$ cat src/logic/csr_pkg.sv
package csr_pkg;
  // Register byte offsets
  localparam logic [7:0] ADDR_OPTIONS = 8'h00;
  localparam logic [7:0] ADDR_CONTROL = 8'h04;
  localparam logic [7:0] ADDR_LENGTH = 8'h08;
  localparam logic [7:0] ADDR_STATUS = 8'h0c;
  // Option field positions
  localparam int OPT_DONE_LATE = 0;
  localparam int OPT_RESET_LATE = 1;
  localparam int OPT_PULLNONE = 2;
  localparam int OPT_DONE_ALIGN = 3;
  localparam int OPT_RB_LSB = 4;
  localparam int OPT_OSC_LSB = 6;
  localparam int OPT_WIDTH = 8;
  // Control field positions
  localparam int CTL_RECONFIG = 0;
  // Status field positions
  localparam int ST_DONE = 0;
  localparam int ST_IO = 1;
  localparam int ST_RESET = 2;
  localparam int ST_BUSY = 3;
  localparam int ST_ONCE = 4;
  localparam int ST_PHASE_LSB = 5;
  // Readback modes
  localparam logic [1:0] RB_NEVER = 2'h0;
  localparam logic [1:0] RB_ONCE = 2'h1;
  localparam logic [1:0] RB_COMMAND = 2'h2;
  // Oscillator modes
  localparam logic [1:0] OSC_OFF = 2'h0;
  localparam logic [1:0] OSC_ON = 2'h1;
  localparam logic [1:0] OSC_HALF = 2'h2;
  // Reset values: early done, late reset, pull-up, length alignment, on-command, osc off
  localparam logic [7:0] OPTIONS_RESET = 8'h22;
  localparam logic [15:0] LENGTH_RESET = 16'h0040;
  // Extra bit counted under done alignment
  localparam logic [15:0] DONE_ALIGN_EXTRA = 16'h0001;
  // Configuration memory
  localparam int MEM_DEPTH = 64;
  localparam int MEM_AW = 6;
  localparam int CNT_W = 16;
  // Startup steps
  localparam logic [1:0] STEP_C1 = 2'h0;
  localparam logic [1:0] STEP_C2 = 2'h1;
  localparam logic [1:0] STEP_C3 = 2'h2;
  typedef enum logic [1:0] {
    PH_LOAD = 2'b00,
    PH_START = 2'b01,
    PH_USER = 2'b10
  } csr_phase_t;
endpackage : csr_pkg

$ cat src/logic/csr_top.sv
// Our own choices: the Wishbone register port and the placing of the registers.
`timescale 1ns/1ps
// Behaviour
// - Done pin released one cclk before I/O active (early) or after (late).
// - Internal reset removed one cclk before or after I/O goes active.
// - With late reset, outputs go active while flip-flops stay in reset.
// - Internal pull-up on done pin unless the no-pull-up option is chosen.
// - Rising readback trigger after configuration starts readback when permitted.
// - Readback bits leave serially, one per external cclk pulse.
// - Readback modes: never, once only, or on every trigger (default).
// - Crystal oscillator off (default), on, or on with output halved.
// - Length count from length alignment (default) or done alignment.

module csr_fifo #(
  parameter int WIDTH = 1,
  parameter int DEPTH = 2
) (
  input wire logic clk,
  input wire logic reset,
  input wire logic in_valid,
  output logic in_ready,
  input wire logic [WIDTH-1:0] in_data,
  output logic out_valid,
  input wire logic out_ready,
  output logic [WIDTH-1:0] out_data
);
  localparam int PW = (DEPTH > 1) ? $clog2(DEPTH) : 1;
  logic [WIDTH-1:0] store [DEPTH];
  logic [PW-1:0] wr_ptr;
  logic [PW-1:0] rd_ptr;
  logic [PW:0] count;
  logic [PW-1:0] next_wr_ptr;
  logic [PW-1:0] next_rd_ptr;
  logic [PW:0] next_count;
  logic push;
  logic pop;

  assign in_ready = (count != (PW+1)'(DEPTH));
  assign out_valid = (count != '0);
  assign out_data = store[rd_ptr];
  assign push = in_valid && in_ready;
  assign pop = out_valid && out_ready;

  always_comb begin
    next_wr_ptr = wr_ptr;
    next_rd_ptr = rd_ptr;
    next_count = count;
    if (push) begin
      next_wr_ptr = (wr_ptr == PW'(DEPTH - 1)) ? '0 : wr_ptr + 1'b1;
    end
    if (pop) begin
      next_rd_ptr = (rd_ptr == PW'(DEPTH - 1)) ? '0 : rd_ptr + 1'b1;
    end
    if (push && !pop) begin
      next_count = count + 1'b1;
    end else if (pop && !push) begin
      next_count = count - 1'b1;
    end
  end

  always_ff @(posedge clk or posedge reset) begin
    if (reset) begin
      wr_ptr <= '0;
      rd_ptr <= '0;
      count <= '0;
    end else begin
      wr_ptr <= next_wr_ptr;
      rd_ptr <= next_rd_ptr;
      count <= next_count;
    end
  end

  always_ff @(posedge clk) begin
    if (push) begin
      store[wr_ptr] <= in_data;
    end
  end
endmodule : csr_fifo

module csr_top (
  input wire logic clk,
  input wire logic reset,
  input wire logic wb_cyc_i,
  input wire logic wb_stb_i,
  input wire logic wb_we_i,
  input wire logic [7:0] wb_adr_i,
  input wire logic [3:0] wb_sel_i,
  input wire logic [31:0] wb_dat_i,
  output logic [31:0] wb_dat_o,
  output logic wb_ack_o,
  input wire logic cclk_pin,
  input wire logic config_data_pin,
  input wire logic readback_trigger_pin,
  output logic readback_data,
  output logic readback_valid,
  input wire logic readback_ready,
  output logic done_o,
  output logic done_oe,
  output logic done_pullup_en,
  output logic io_block_active,
  output logic internal_reset,
  input wire logic xtal_in,
  output logic osc_enable,
  output logic osc_out
);
  logic [7:0] options;
  logic [15:0] length_count;
  csr_pkg::csr_phase_t phase;
  logic [1:0] step;
  logic [15:0] cnt;
  logic [15:0] rb_idx;
  logic rb_busy;
  logic once_used;
  logic done_released;
  logic cclk_prev;
  logic trig_prev;
  logic xtal_prev;
  logic osc_half;
  logic ack;
  logic [31:0] rdata;
  logic cfg_mem [csr_pkg::MEM_DEPTH];

  logic [7:0] next_options;
  logic [15:0] next_length_count;
  csr_pkg::csr_phase_t next_phase;
  logic [1:0] next_step;
  logic [15:0] next_cnt;
  logic [15:0] next_rb_idx;
  logic next_rb_busy;
  logic next_once_used;
  logic next_done_released;
  logic next_io_active;
  logic next_internal_reset;
  logic next_osc_half;
  logic next_osc_out;
  logic next_ack;
  logic [31:0] next_rdata;

  logic done_late;
  logic reset_late;
  logic [1:0] rb_mode;
  logic [1:0] osc_mode;
  logic [15:0] target;
  logic cclk_rise;
  logic trig_rise;
  logic wb_req;
  logic wr_en;
  logic rb_allowed;
  logic rb_start;
  logic push_valid;
  logic push_ready;
  logic push_data;

  assign done_late = options[csr_pkg::OPT_DONE_LATE];
  assign reset_late = options[csr_pkg::OPT_RESET_LATE];
  assign rb_mode = options[csr_pkg::OPT_RB_LSB +: 2];
  assign osc_mode = options[csr_pkg::OPT_OSC_LSB +: 2];
  assign cclk_rise = cclk_pin && !cclk_prev;
  assign trig_rise = readback_trigger_pin && !trig_prev;
  assign wb_req = wb_cyc_i && wb_stb_i && !ack;
  assign wr_en = wb_req && wb_we_i;

  // Length alignment counts the programmed bits, done alignment one more
  assign target = options[csr_pkg::OPT_DONE_ALIGN] ?
                  length_count + csr_pkg::DONE_ALIGN_EXTRA : length_count;

  assign rb_allowed = (rb_mode == csr_pkg::RB_COMMAND) ||
                      (rb_mode == csr_pkg::RB_ONCE && !once_used);
  assign rb_start = trig_rise && (phase == csr_pkg::PH_USER) && rb_allowed && !rb_busy;
  assign push_valid = rb_busy && cclk_rise;
  assign push_data = cfg_mem[rb_idx[csr_pkg::MEM_AW-1:0]];

  // Open-drain done pin driven low until released
  assign done_o = 1'b0;
  assign done_oe = !done_released;
  assign done_pullup_en = !options[csr_pkg::OPT_PULLNONE];
  assign osc_enable = (osc_mode == csr_pkg::OSC_ON) || (osc_mode == csr_pkg::OSC_HALF);
  assign wb_ack_o = ack;
  assign wb_dat_o = rdata;

  csr_fifo #(
    .WIDTH(1),
    .DEPTH(2)
  ) csr_fifo_i (
    .clk(clk),
    .reset(reset),
    .in_valid(push_valid),
    .in_ready(push_ready),
    .in_data(push_data),
    .out_valid(readback_valid),
    .out_ready(readback_ready),
    .out_data(readback_data)
  );

  // Wishbone slave
  always_comb begin
    next_ack = wb_req;
    next_rdata = rdata;
    next_options = options;
    next_length_count = length_count;
    if (wb_req && !wb_we_i) begin
      case (wb_adr_i)
        csr_pkg::ADDR_OPTIONS: next_rdata = {24'h000000, options};
        csr_pkg::ADDR_LENGTH: next_rdata = {16'h0000, length_count};
        csr_pkg::ADDR_STATUS: begin
          next_rdata = '0;
          next_rdata[csr_pkg::ST_DONE] = done_released;
          next_rdata[csr_pkg::ST_IO] = io_block_active;
          next_rdata[csr_pkg::ST_RESET] = internal_reset;
          next_rdata[csr_pkg::ST_BUSY] = rb_busy;
          next_rdata[csr_pkg::ST_ONCE] = once_used;
          next_rdata[csr_pkg::ST_PHASE_LSB +: 2] = phase;
        end
        default: next_rdata = '0;
      endcase
    end
    // Options only change while configuration data is loading
    if (wr_en && phase == csr_pkg::PH_LOAD) begin
      if (wb_adr_i == csr_pkg::ADDR_OPTIONS && wb_sel_i[0]) begin
        next_options = wb_dat_i[7:0];
      end
      if (wb_adr_i == csr_pkg::ADDR_LENGTH) begin
        if (wb_sel_i[0]) begin
          next_length_count[7:0] = wb_dat_i[7:0];
        end
        if (wb_sel_i[1]) begin
          next_length_count[15:8] = wb_dat_i[15:8];
        end
      end
    end
  end

  // Configuration load, startup sequence and readback
  always_comb begin
    next_phase = phase;
    next_step = step;
    next_cnt = cnt;
    next_done_released = done_released;
    next_io_active = io_block_active;
    next_internal_reset = internal_reset;
    next_rb_idx = rb_idx;
    next_rb_busy = rb_busy;
    next_once_used = once_used;
    case (phase)
      csr_pkg::PH_LOAD: begin
        if (cclk_rise) begin
          next_cnt = cnt + 1'b1;
          if (cnt + 1'b1 >= target) begin
            next_phase = csr_pkg::PH_START;
            next_step = csr_pkg::STEP_C1;
          end
        end
      end
      csr_pkg::PH_START: begin
        if (cclk_rise) begin
          next_step = step + 1'b1;
          case (step)
            csr_pkg::STEP_C1: begin
              next_done_released = !done_late;
              next_internal_reset = reset_late;
            end
            csr_pkg::STEP_C2: next_io_active = 1'b1;
            csr_pkg::STEP_C3: begin
              next_done_released = 1'b1;
              next_internal_reset = 1'b0;
              next_phase = csr_pkg::PH_USER;
            end
            default: next_step = csr_pkg::STEP_C1;
          endcase
        end
      end
      csr_pkg::PH_USER: begin
        if (rb_start) begin
          next_rb_busy = 1'b1;
          next_rb_idx = '0;
          // Only a single-shot readback uses up the one permitted request
          if (rb_mode == csr_pkg::RB_ONCE) begin
            next_once_used = 1'b1;
          end
        end else if (push_valid && push_ready) begin
          next_rb_idx = rb_idx + 1'b1;
          if (rb_idx + 1'b1 >= target) begin
            next_rb_busy = 1'b0;
          end
        end
      end
      default: next_phase = csr_pkg::PH_LOAD;
    endcase
    if (wr_en && wb_adr_i == csr_pkg::ADDR_CONTROL && wb_sel_i[0] &&
        wb_dat_i[csr_pkg::CTL_RECONFIG]) begin
      next_phase = csr_pkg::PH_LOAD;
      next_cnt = '0;
      next_step = csr_pkg::STEP_C1;
      next_done_released = 1'b0;
      next_io_active = 1'b0;
      next_internal_reset = 1'b1;
      next_rb_busy = 1'b0;
    end
  end

  // Crystal oscillator output
  always_comb begin
    next_osc_half = osc_half;
    next_osc_out = 1'b0;
    case (osc_mode)
      csr_pkg::OSC_ON: next_osc_out = xtal_in;
      csr_pkg::OSC_HALF: begin
        if (xtal_in && !xtal_prev) begin
          next_osc_half = !osc_half;
        end
        next_osc_out = next_osc_half;
      end
      default: next_osc_half = 1'b0;
    endcase
  end

  always_ff @(posedge clk or posedge reset) begin
    if (reset) begin
      ack <= 1'b0;
      rdata <= '0;
      options <= csr_pkg::OPTIONS_RESET;
      length_count <= csr_pkg::LENGTH_RESET;
      phase <= csr_pkg::PH_LOAD;
      step <= csr_pkg::STEP_C1;
      cnt <= '0;
      done_released <= 1'b0;
      io_block_active <= 1'b0;
      internal_reset <= 1'b1;
      rb_idx <= '0;
      rb_busy <= 1'b0;
      once_used <= 1'b0;
      cclk_prev <= 1'b0;
      trig_prev <= 1'b0;
      xtal_prev <= 1'b0;
      osc_half <= 1'b0;
      osc_out <= 1'b0;
    end else begin
      ack <= next_ack;
      rdata <= next_rdata;
      options <= next_options;
      length_count <= next_length_count;
      phase <= next_phase;
      step <= next_step;
      cnt <= next_cnt;
      done_released <= next_done_released;
      io_block_active <= next_io_active;
      internal_reset <= next_internal_reset;
      rb_idx <= next_rb_idx;
      rb_busy <= next_rb_busy;
      once_used <= next_once_used;
      cclk_prev <= cclk_pin;
      trig_prev <= readback_trigger_pin;
      xtal_prev <= xtal_in;
      osc_half <= next_osc_half;
      osc_out <= next_osc_out;
    end
  end

  // Configuration bits captured while loading
  always_ff @(posedge clk) begin
    if (phase == csr_pkg::PH_LOAD && cclk_rise && cnt < 16'(csr_pkg::MEM_DEPTH)) begin
      cfg_mem[cnt[csr_pkg::MEM_AW-1:0]] <= config_data_pin;
    end
  end

  a_done_early: assert property (@(posedge clk) disable iff (reset)
    $rose(io_block_active) && !done_late |-> $past(done_released) && done_released)
    else $error("done not released one cclk before io");
  a_done_late: assert property (@(posedge clk) disable iff (reset)
    $rose(done_released) && done_late && phase == csr_pkg::PH_USER |->
    io_block_active && $past(io_block_active))
    else $error("late done not after io active");
  a_reset_timing: assert property (@(posedge clk) disable iff (reset)
    $rose(io_block_active) |-> internal_reset == reset_late)
    else $error("internal reset wrong at io activation");
  a_outputs_in_reset: assert property (@(posedge clk) disable iff (reset)
    $fell(internal_reset) && reset_late && phase == csr_pkg::PH_USER |->
    $past(io_block_active))
    else $error("outputs not active before reset release");
  a_pullup_select: assert property (@(posedge clk) disable iff (reset)
    done_pullup_en != options[csr_pkg::OPT_PULLNONE])
    else $error("pull-up selection mismatch");
  a_readback_start: assert property (@(posedge clk) disable iff (reset)
    rb_start && !(wr_en && wb_adr_i == csr_pkg::ADDR_CONTROL) |=> rb_busy && rb_idx == '0)
    else $error("readback did not start");
  a_readback_advance: assert property (@(posedge clk) disable iff (reset)
    rb_busy && push_valid && push_ready && !wr_en |=>
    rb_idx == $past(rb_idx) + 16'h0001)
    else $error("readback bit index did not advance");
  a_readback_once: assert property (@(posedge clk) disable iff (reset)
    (rb_mode == csr_pkg::RB_NEVER || (rb_mode == csr_pkg::RB_ONCE && once_used)) && !rb_busy
    |=> !rb_busy)
    else $error("blocked readback started");
  a_osc_off: assert property (@(posedge clk) disable iff (reset)
    osc_mode == csr_pkg::OSC_OFF ##1 osc_mode == csr_pkg::OSC_OFF |-> !osc_out && !osc_enable)
    else $error("oscillator active while off");
  a_length_reached: assert property (@(posedge clk) disable iff (reset)
    phase == csr_pkg::PH_LOAD && cclk_rise && cnt + 16'h0001 >= target && !wr_en
    |=> phase == csr_pkg::PH_START)
    else $error("startup did not begin at length count");
  a_options_static: assert property (@(posedge clk) disable iff (reset)
    phase != csr_pkg::PH_LOAD |=> $stable(options) && $stable(length_count))
    else $error("options changed outside configuration");
endmodule : csr_top

$ cat config.mk
export PLATFORM = sky130hd
export DESIGN_NAME = csr_top
export DESIGN_NICKNAME = d
export VERILOG_FILES = /design/src/logic/csr_pkg.sv /design/src/logic/csr_top.sv
export SDC_FILE = /design/constraint.sdc
export NUM_CORES = 1
export LEC_CHECK = 0
export ABC_CLOCK_PERIOD_IN_PS = 3600
export BUFFER_PORTS_ARGS = -buffer_cell sky130_fd_sc_hd__buf_2
export CAP_MARGIN = 10
export CORE_ASPECT_RATIO = 1.2
export CORE_UTILIZATION = 37
export CTS_CLUSTER_SIZE = 14
export DETAILED_ROUTE_END_ITERATION = 8
export GPL_ROUTABILITY_DRIVEN = 0
export GPL_TIMING_DRIVEN = 1
export SLEW_MARGIN = 20
export SYNTH_ARGS = -nofsm -noshare
export SYNTH_HDL_FRONTEND = slang
export SYNTH_SLANG_ARGS = --single-unit
$ cat constraint.sdc
create_clock -name clk -period 3.6 [get_ports clk]
set_clock_uncertainty 0.15 [all_clocks]
set_input_delay 0.72 -clock clk [delete_from_list [all_inputs] [get_ports clk]]
set_output_delay 0.72 -clock clk [all_outputs]
set_load 0.05 [all_outputs]
# After elaboration in Yosys (flattened, before gate mapping)
# Memories as Yosys holds them, arrays and structs flattened.
# Index checks and enable logic that the tools add are counted.
[classes]
add_sub_neg = 8
n_lt_le_gt_ge = 3
eq_ne = 17
muxes = 47
reduce_logical = 65
[ops]
columns = ["cell", "n"]
rows = [
  ["16-bit two-way mux", 6],
  ["16-bit by 1-bit adder with 16-bit output (second input constant)", 3],
  ["16-bit one-hot mux with 3 select lines", 1],
  ["16-bit >= comparator", 2],
  ["2-bit two-way mux", 12],
  ["1-bit logical AND", 23],
  ["1-bit two-way mux", 22],
  ["3-bit AND reduction", 6],
  ["8-bit by 4-bit equality test with 1-bit output (second input constant)", 2],
  ["16-bit by 7-bit less-than comparator with 1-bit output (second input constant)", 1],
  ["2-bit nonzero test", 8],
  ["1-bit zero test", 13],
  ["3-bit != test (second input constant)", 4],
  ["3-bit nonzero test", 4],
  ["2-bit by 1-bit equality test with 1-bit output (second input constant)", 4],
  ["2-bit equality test (second input constant)", 4],
  ["8-bit by 3-bit equality test with 1-bit output (second input constant)", 1],
  ["8-bit zero test", 1],
  ["1-bit one-hot mux with 2 select lines", 4],
  ["2-bit one-hot mux with 3 select lines", 1],
  ["2-bit AND reduction", 3],
  ["5-bit AND reduction", 1],
  ["2-bit by 1-bit adder with 2-bit output (second input constant)", 2],
  ["2-bit zero test", 2],
  ["8 further kinds", 10],
]
[totals]
register_bits = 107
ramBits = 66
input_bits = 54
out_inout_bits = 42
wordCells = 164
mem_count = 2
[mem_list]
columns = ["name", "words", "width", "rd", "rd_clocked_by_memory_dff", "wr", "line_no", "source"]
rows = [
  ["cfg_mem", 64, 1, 1, 0, 1, "csr_top.sv:121", "logic cfg_mem [csr_pkg::MEM_DEPTH];"],
  ["csr_fifo_i.store", 2, 1, 1, 0, 1, "csr_top.sv:28", "logic [WIDTH-1:0] store [DEPTH];"],
]

# Depth between registers and ports, before layout
[logic_depth]
word_depth = 8
ltp_mapped = 14
mapped_depth_nobuf = 13

# By module
# From an unflattened synthesis, not the netlist that was laid out.
[unflattened]
hier_cells = 803
area_unflattened_um2 = 8599.5
[modules_own_cells]
columns = ["mod", "n_inst", "cells_per_inst", "area_each_um2", "seq_area_each_um2"]
rows = [
  ["csr_top", 1, 781, 8313.0, 4103.9],
  ["csr_fifo", 1, 22, 286.5, 160.2],
]

# Worst setup path before layout
# Ideal clock, no wire load.
[synth_path]
kind = "register to register"
from = "reg cnt[0]"
to = "reg phase[0]"
setup_time_ns = 0.087
arrival_time_ns = 3.150
required_time_ns = 3.363
path_slack_ns = 0.213
path_stages_with_launch = 15
n_path_buf = 1
synth_period_minus_slack_ns = 3.387
cell_sequence = "dfrtp_1 -> and3_1 -> clkbuf_1 -> and3_1 -> nand2_1 -> nor2_1 -> nand3_1 -> nor2_1 -> xor2_1 -> ha_1 -> and4_1 -> nand4_1 -> or4b_4 -> a311o_1 -> a211oi_2"
[synth_between]
elab_chain_cells = 4
[synth_rtl]
columns = ["item", "line_no", "source"]
rows = [
  ["from (decl)", "csr_top.sv:110", "logic [15:0] cnt;"],
  ["from (signal assigned)", "csr_top.sv:344", "cnt <= next_cnt;"],
  ["16-bit by 1-bit adder with 16-bit output", "csr_top.sv:248", "if (cnt + 1'b1 >= target) begin"],
  ["16-bit >= comparator", "csr_top.sv:248", ""],
  ["3-bit != test (no line)", "--", ""],
  ["5-bit AND reduction (no line)", "--", ""],
  ["to (signal assigned)", "csr_top.sv:323", "phase <= csr_pkg::PH_LOAD;"],
  ["to (signal assigned)", "csr_top.sv:342", "phase <= next_phase;"],
  ["to (decl)", "csr_top.sv:108", "csr_pkg::csr_phase_t phase;"],
]
# Every way passes these cells.
# A chain may end at the register's enable or synchronous reset.

# Worst setup path after layout
# Same ends and word-level chain as after synthesis.

==> impl_metrics.yaml <==
run_status:
  status: "finished clean"
critical_path:
  r2r_end: "phase[0]"
  cp_max_fo: 6
  cp-endpoint: "phase[0]"
  arrival_ns: 3.61
  crit_start: "cnt[0]"
  worstSetupStartpointType: "flip-flop"
  required_ns: 3.79
  ff2ff_setup_slack_ns: 0.18
  critical_path.max_stage_delay_ns: 0.49
  worst_r2r_path_depth: 13
  r2r-start: "cnt[0]"
  path_class: "flip-flop to flip-flop"
  crit_family: "simple AND/OR/NAND/NOR gates"
  crit_chain: "and3_1, and3_1, nand2_1, nor2_1, nand3_1, nor2_1, xor2_1, ha_1, and4_1, nand4_1, or4b_4, a311o_1, a211oi_2"
  crit_cells: 13
  critPathCaptureType: "flip-flop"
  critPathSlowestCell: "or4b_4"
  critical_path_buf_inv_count: 0
layout:
  fin_nets: 915
  num_antenna_cells: 0
  drive_gt1_share_pct: 22.3
  final_area_um2: 9750
  area_delta_synth_final_pct: 13.9
  fin_cells: 1113
clock_network:
  ctsResizeCount: 0
  cts_setup_buffers: 0
  htreeDepth: 4
  clkTransAtPathRegs_ns: 0.08
  cts_sinks: 157
  cts_buffers: 17
  clockBufferDepth: 2
  cts_tree: "built"
  holdBufCountCts: 0
  clockRootBuffer: "clkbuf_16"
  clk_latency_ns: 0.43
synthesis:
  synth_edf_count: 66
  async_flop_share_pct: 58.0
  syn-instance-count: 754
  yosysUniqueCellTypes: 61
  synth_top_area_share_pct: 25.4
  syn-cell-area_um2: 8560
  synth_commonest_cells: "nor2_1, dfrtp_1, edfxtp_1"
  ys.warnings.count: 0
  synth_flop_cell: "dfrtp_1"
  syn_area_per_cell_um2: 11.3
  ys_ff_latch: 157
  yosysSeqAreaShare_pct: 49.8
  yosysTopAreaCell: "dfrtp_1"
  synth.most_common_cell: "nor2_1"
  synth_area_leaders: "dfrtp_1, edfxtp_1, ha_1"
route:
  drt_iter0_drc: 357
  wl_per_cell_um: 16.6
  finalWirelength_mm: 18.5
  firstDrtPassIters: 4
  drc: 0
  num_vias: 5786
  routed_via_density: 5.20
  drtAntennaViolNets: 0
grt:
  grt_pass1_wl_mm: 30.3
  grt_max_degree: 65
  grt_pass1_vias: 5841
  antenna_found_initial: 0
  grt_overflow: 0
  grtUsageTotal_pct: 16.5
sta:
  setup_viol: 0
  timing.final.crit_period_ns: 3.42
  relSlewSlack_pct: 35.6
  setup_slack_ns: 0.180
  fmax_mhz: 292
  finalHoldViolCount: 0
  whs_ns: 0.221
  setup-tns-final_ns: 0
  finalMaxSlewViolations: 0
  worst_pin_slew_ns: 0.966
  rsz0062_at_grt: "no"
  fin_crit_sh_pct: 95.0
placed_design:
  place_hpwl_mm: 13.0
  io_buffers: 60
  dp_slack_ns: 0.235
  dpl.cell_count: 1081
  place_area_um2: 9140
floorplan:
  dieArea_um2: 23700
  die_w_um: 141
  rows: 60
  start_util_pct: 38.0
  core_um2: 22500
  io_pins: 96
  die_h_um: 169
pwr:
  p_per_area_nw_per_um2: 472
  ir_worst_vdd_mv: 0.311
  p_leak_nw: 4.16
hold_path:
  hold_class: "input pin to asynchronous set/reset pin"
run:
  max_cap_viol_count: 0
## worst min path at each step
stage	end	slack, ns	cells past startpoint
2_1_floorplan	done_released	0.28	1
3_3_place_gp	wb_ack_o	0.29	1
3_5_place_dp	wb_ack_o	0.30	1
5_1_grt	trig_prev	0.26	1
6_report	wb_dat_o[13]	0.22	2
4_1_cts	wb_dat_o[13]	0.24	2
## stage by stage
stage	power (W)	util, %
floorplan	0.00261	-
global placement	0.00279	40.6
detailed placement	0.00280	40.6
CTS	0.00465	43.3
global route	0.00479	43.3
finish	0.00460	43.3
## registers in the layout, summed over array words and instances, names as in the netlist, 2 cells and up
name,count
csr_fifo_i.store,2
cnt,16
step,2
length_count,16
cfg_mem,64
rb_idx,16
options,8
csr_fifo_i.count,2
phase,2
wb_dat_o,16
## worst register-to-register path, stage by stage, from the launching register on
cell	delay [ns]
dfrtp_1	0.46
and3_1	0.21
and3_1	0.26
nand2_1	0.11
nor2_1	0.14
nand3_1	0.15
nor2_1	0.15
xor2_1	0.08
ha_1	0.29
and4_1	0.24
nand4_1	0.11
or4b_4	0.49
a311o_1	0.29
a211oi_2	0.21
## cells in the final DEF, fill, tap and decap left out, drive strengths merged, types with 4 or more instances in the layout
master,count
nor2,105
dfrtp,87
buf,83
edfxtp,66
nand2,63
ha,40
xor2,36
mux2,33
nand3,25
o21ai,23
xnor2,23
mux4,21
inv,19
a22o,17
conb,17
clkbuf,17
a21oi,15
a21o,13
and3,13
nand4,13
nand2b,12
nor3,10
nor2b,7
and2,7
clkinv,7
a22oi,6
or3,5
nor4,5
mux2i,4
dfstp,4
## layout make-up
| cell class | count | area, um2 |
|---|---|---|
| Fill cell | 2143 | 12800 |
| Sequential cell | 157 | 4260 |
| Multi-Input combinational cell | 551 | 4010 |
| Timing Repair Buffer | 83 | 473 |
| Clock buffer | 17 | 425 |
| Tap cell | 279 | 349 |
| Clock inverter | 15 | 186 |
| Inverter | 11 | 43.8 |
## cells by family (layout without fill, tap and decap cells)
family          count (synthesis)  count (layout)  synth area share, %
compound gates                 95              95                 7.81
simple gates                  281             281                 15.8
flops                         157             157                 49.8
mux                            58              58                 10.3
other cells                     1              17               0.0438
xor+xnor                       59              59                 6.13
buf+inv                        62             126                 4.05
fa+ha+maj                      41              41                 5.97
## layer usage
layer  wire length (um)  share of wire (%)  global-route usage (%)  vias to the layer above
met1               8360                 45                    20.7                     2831
met5                  0                  0                       0                        -
met4                384                2.1                    6.19                        0
met2               9110                 49                    28.6                      118
met3                620                3.4                    2.89                       26
li1                   -                  -                       -                     2811
## power breakdown
group	internal, W	leakage (nW)	switching [W]	total, W
logic	0.000283	2.05	0.000451	0.000734
registers	0.00194	1.81	0.0000860	0.00203
clock network	0.000951	0.299	0.000888	0.00184
Note: power is estimated with default switching activity, not from simulation.
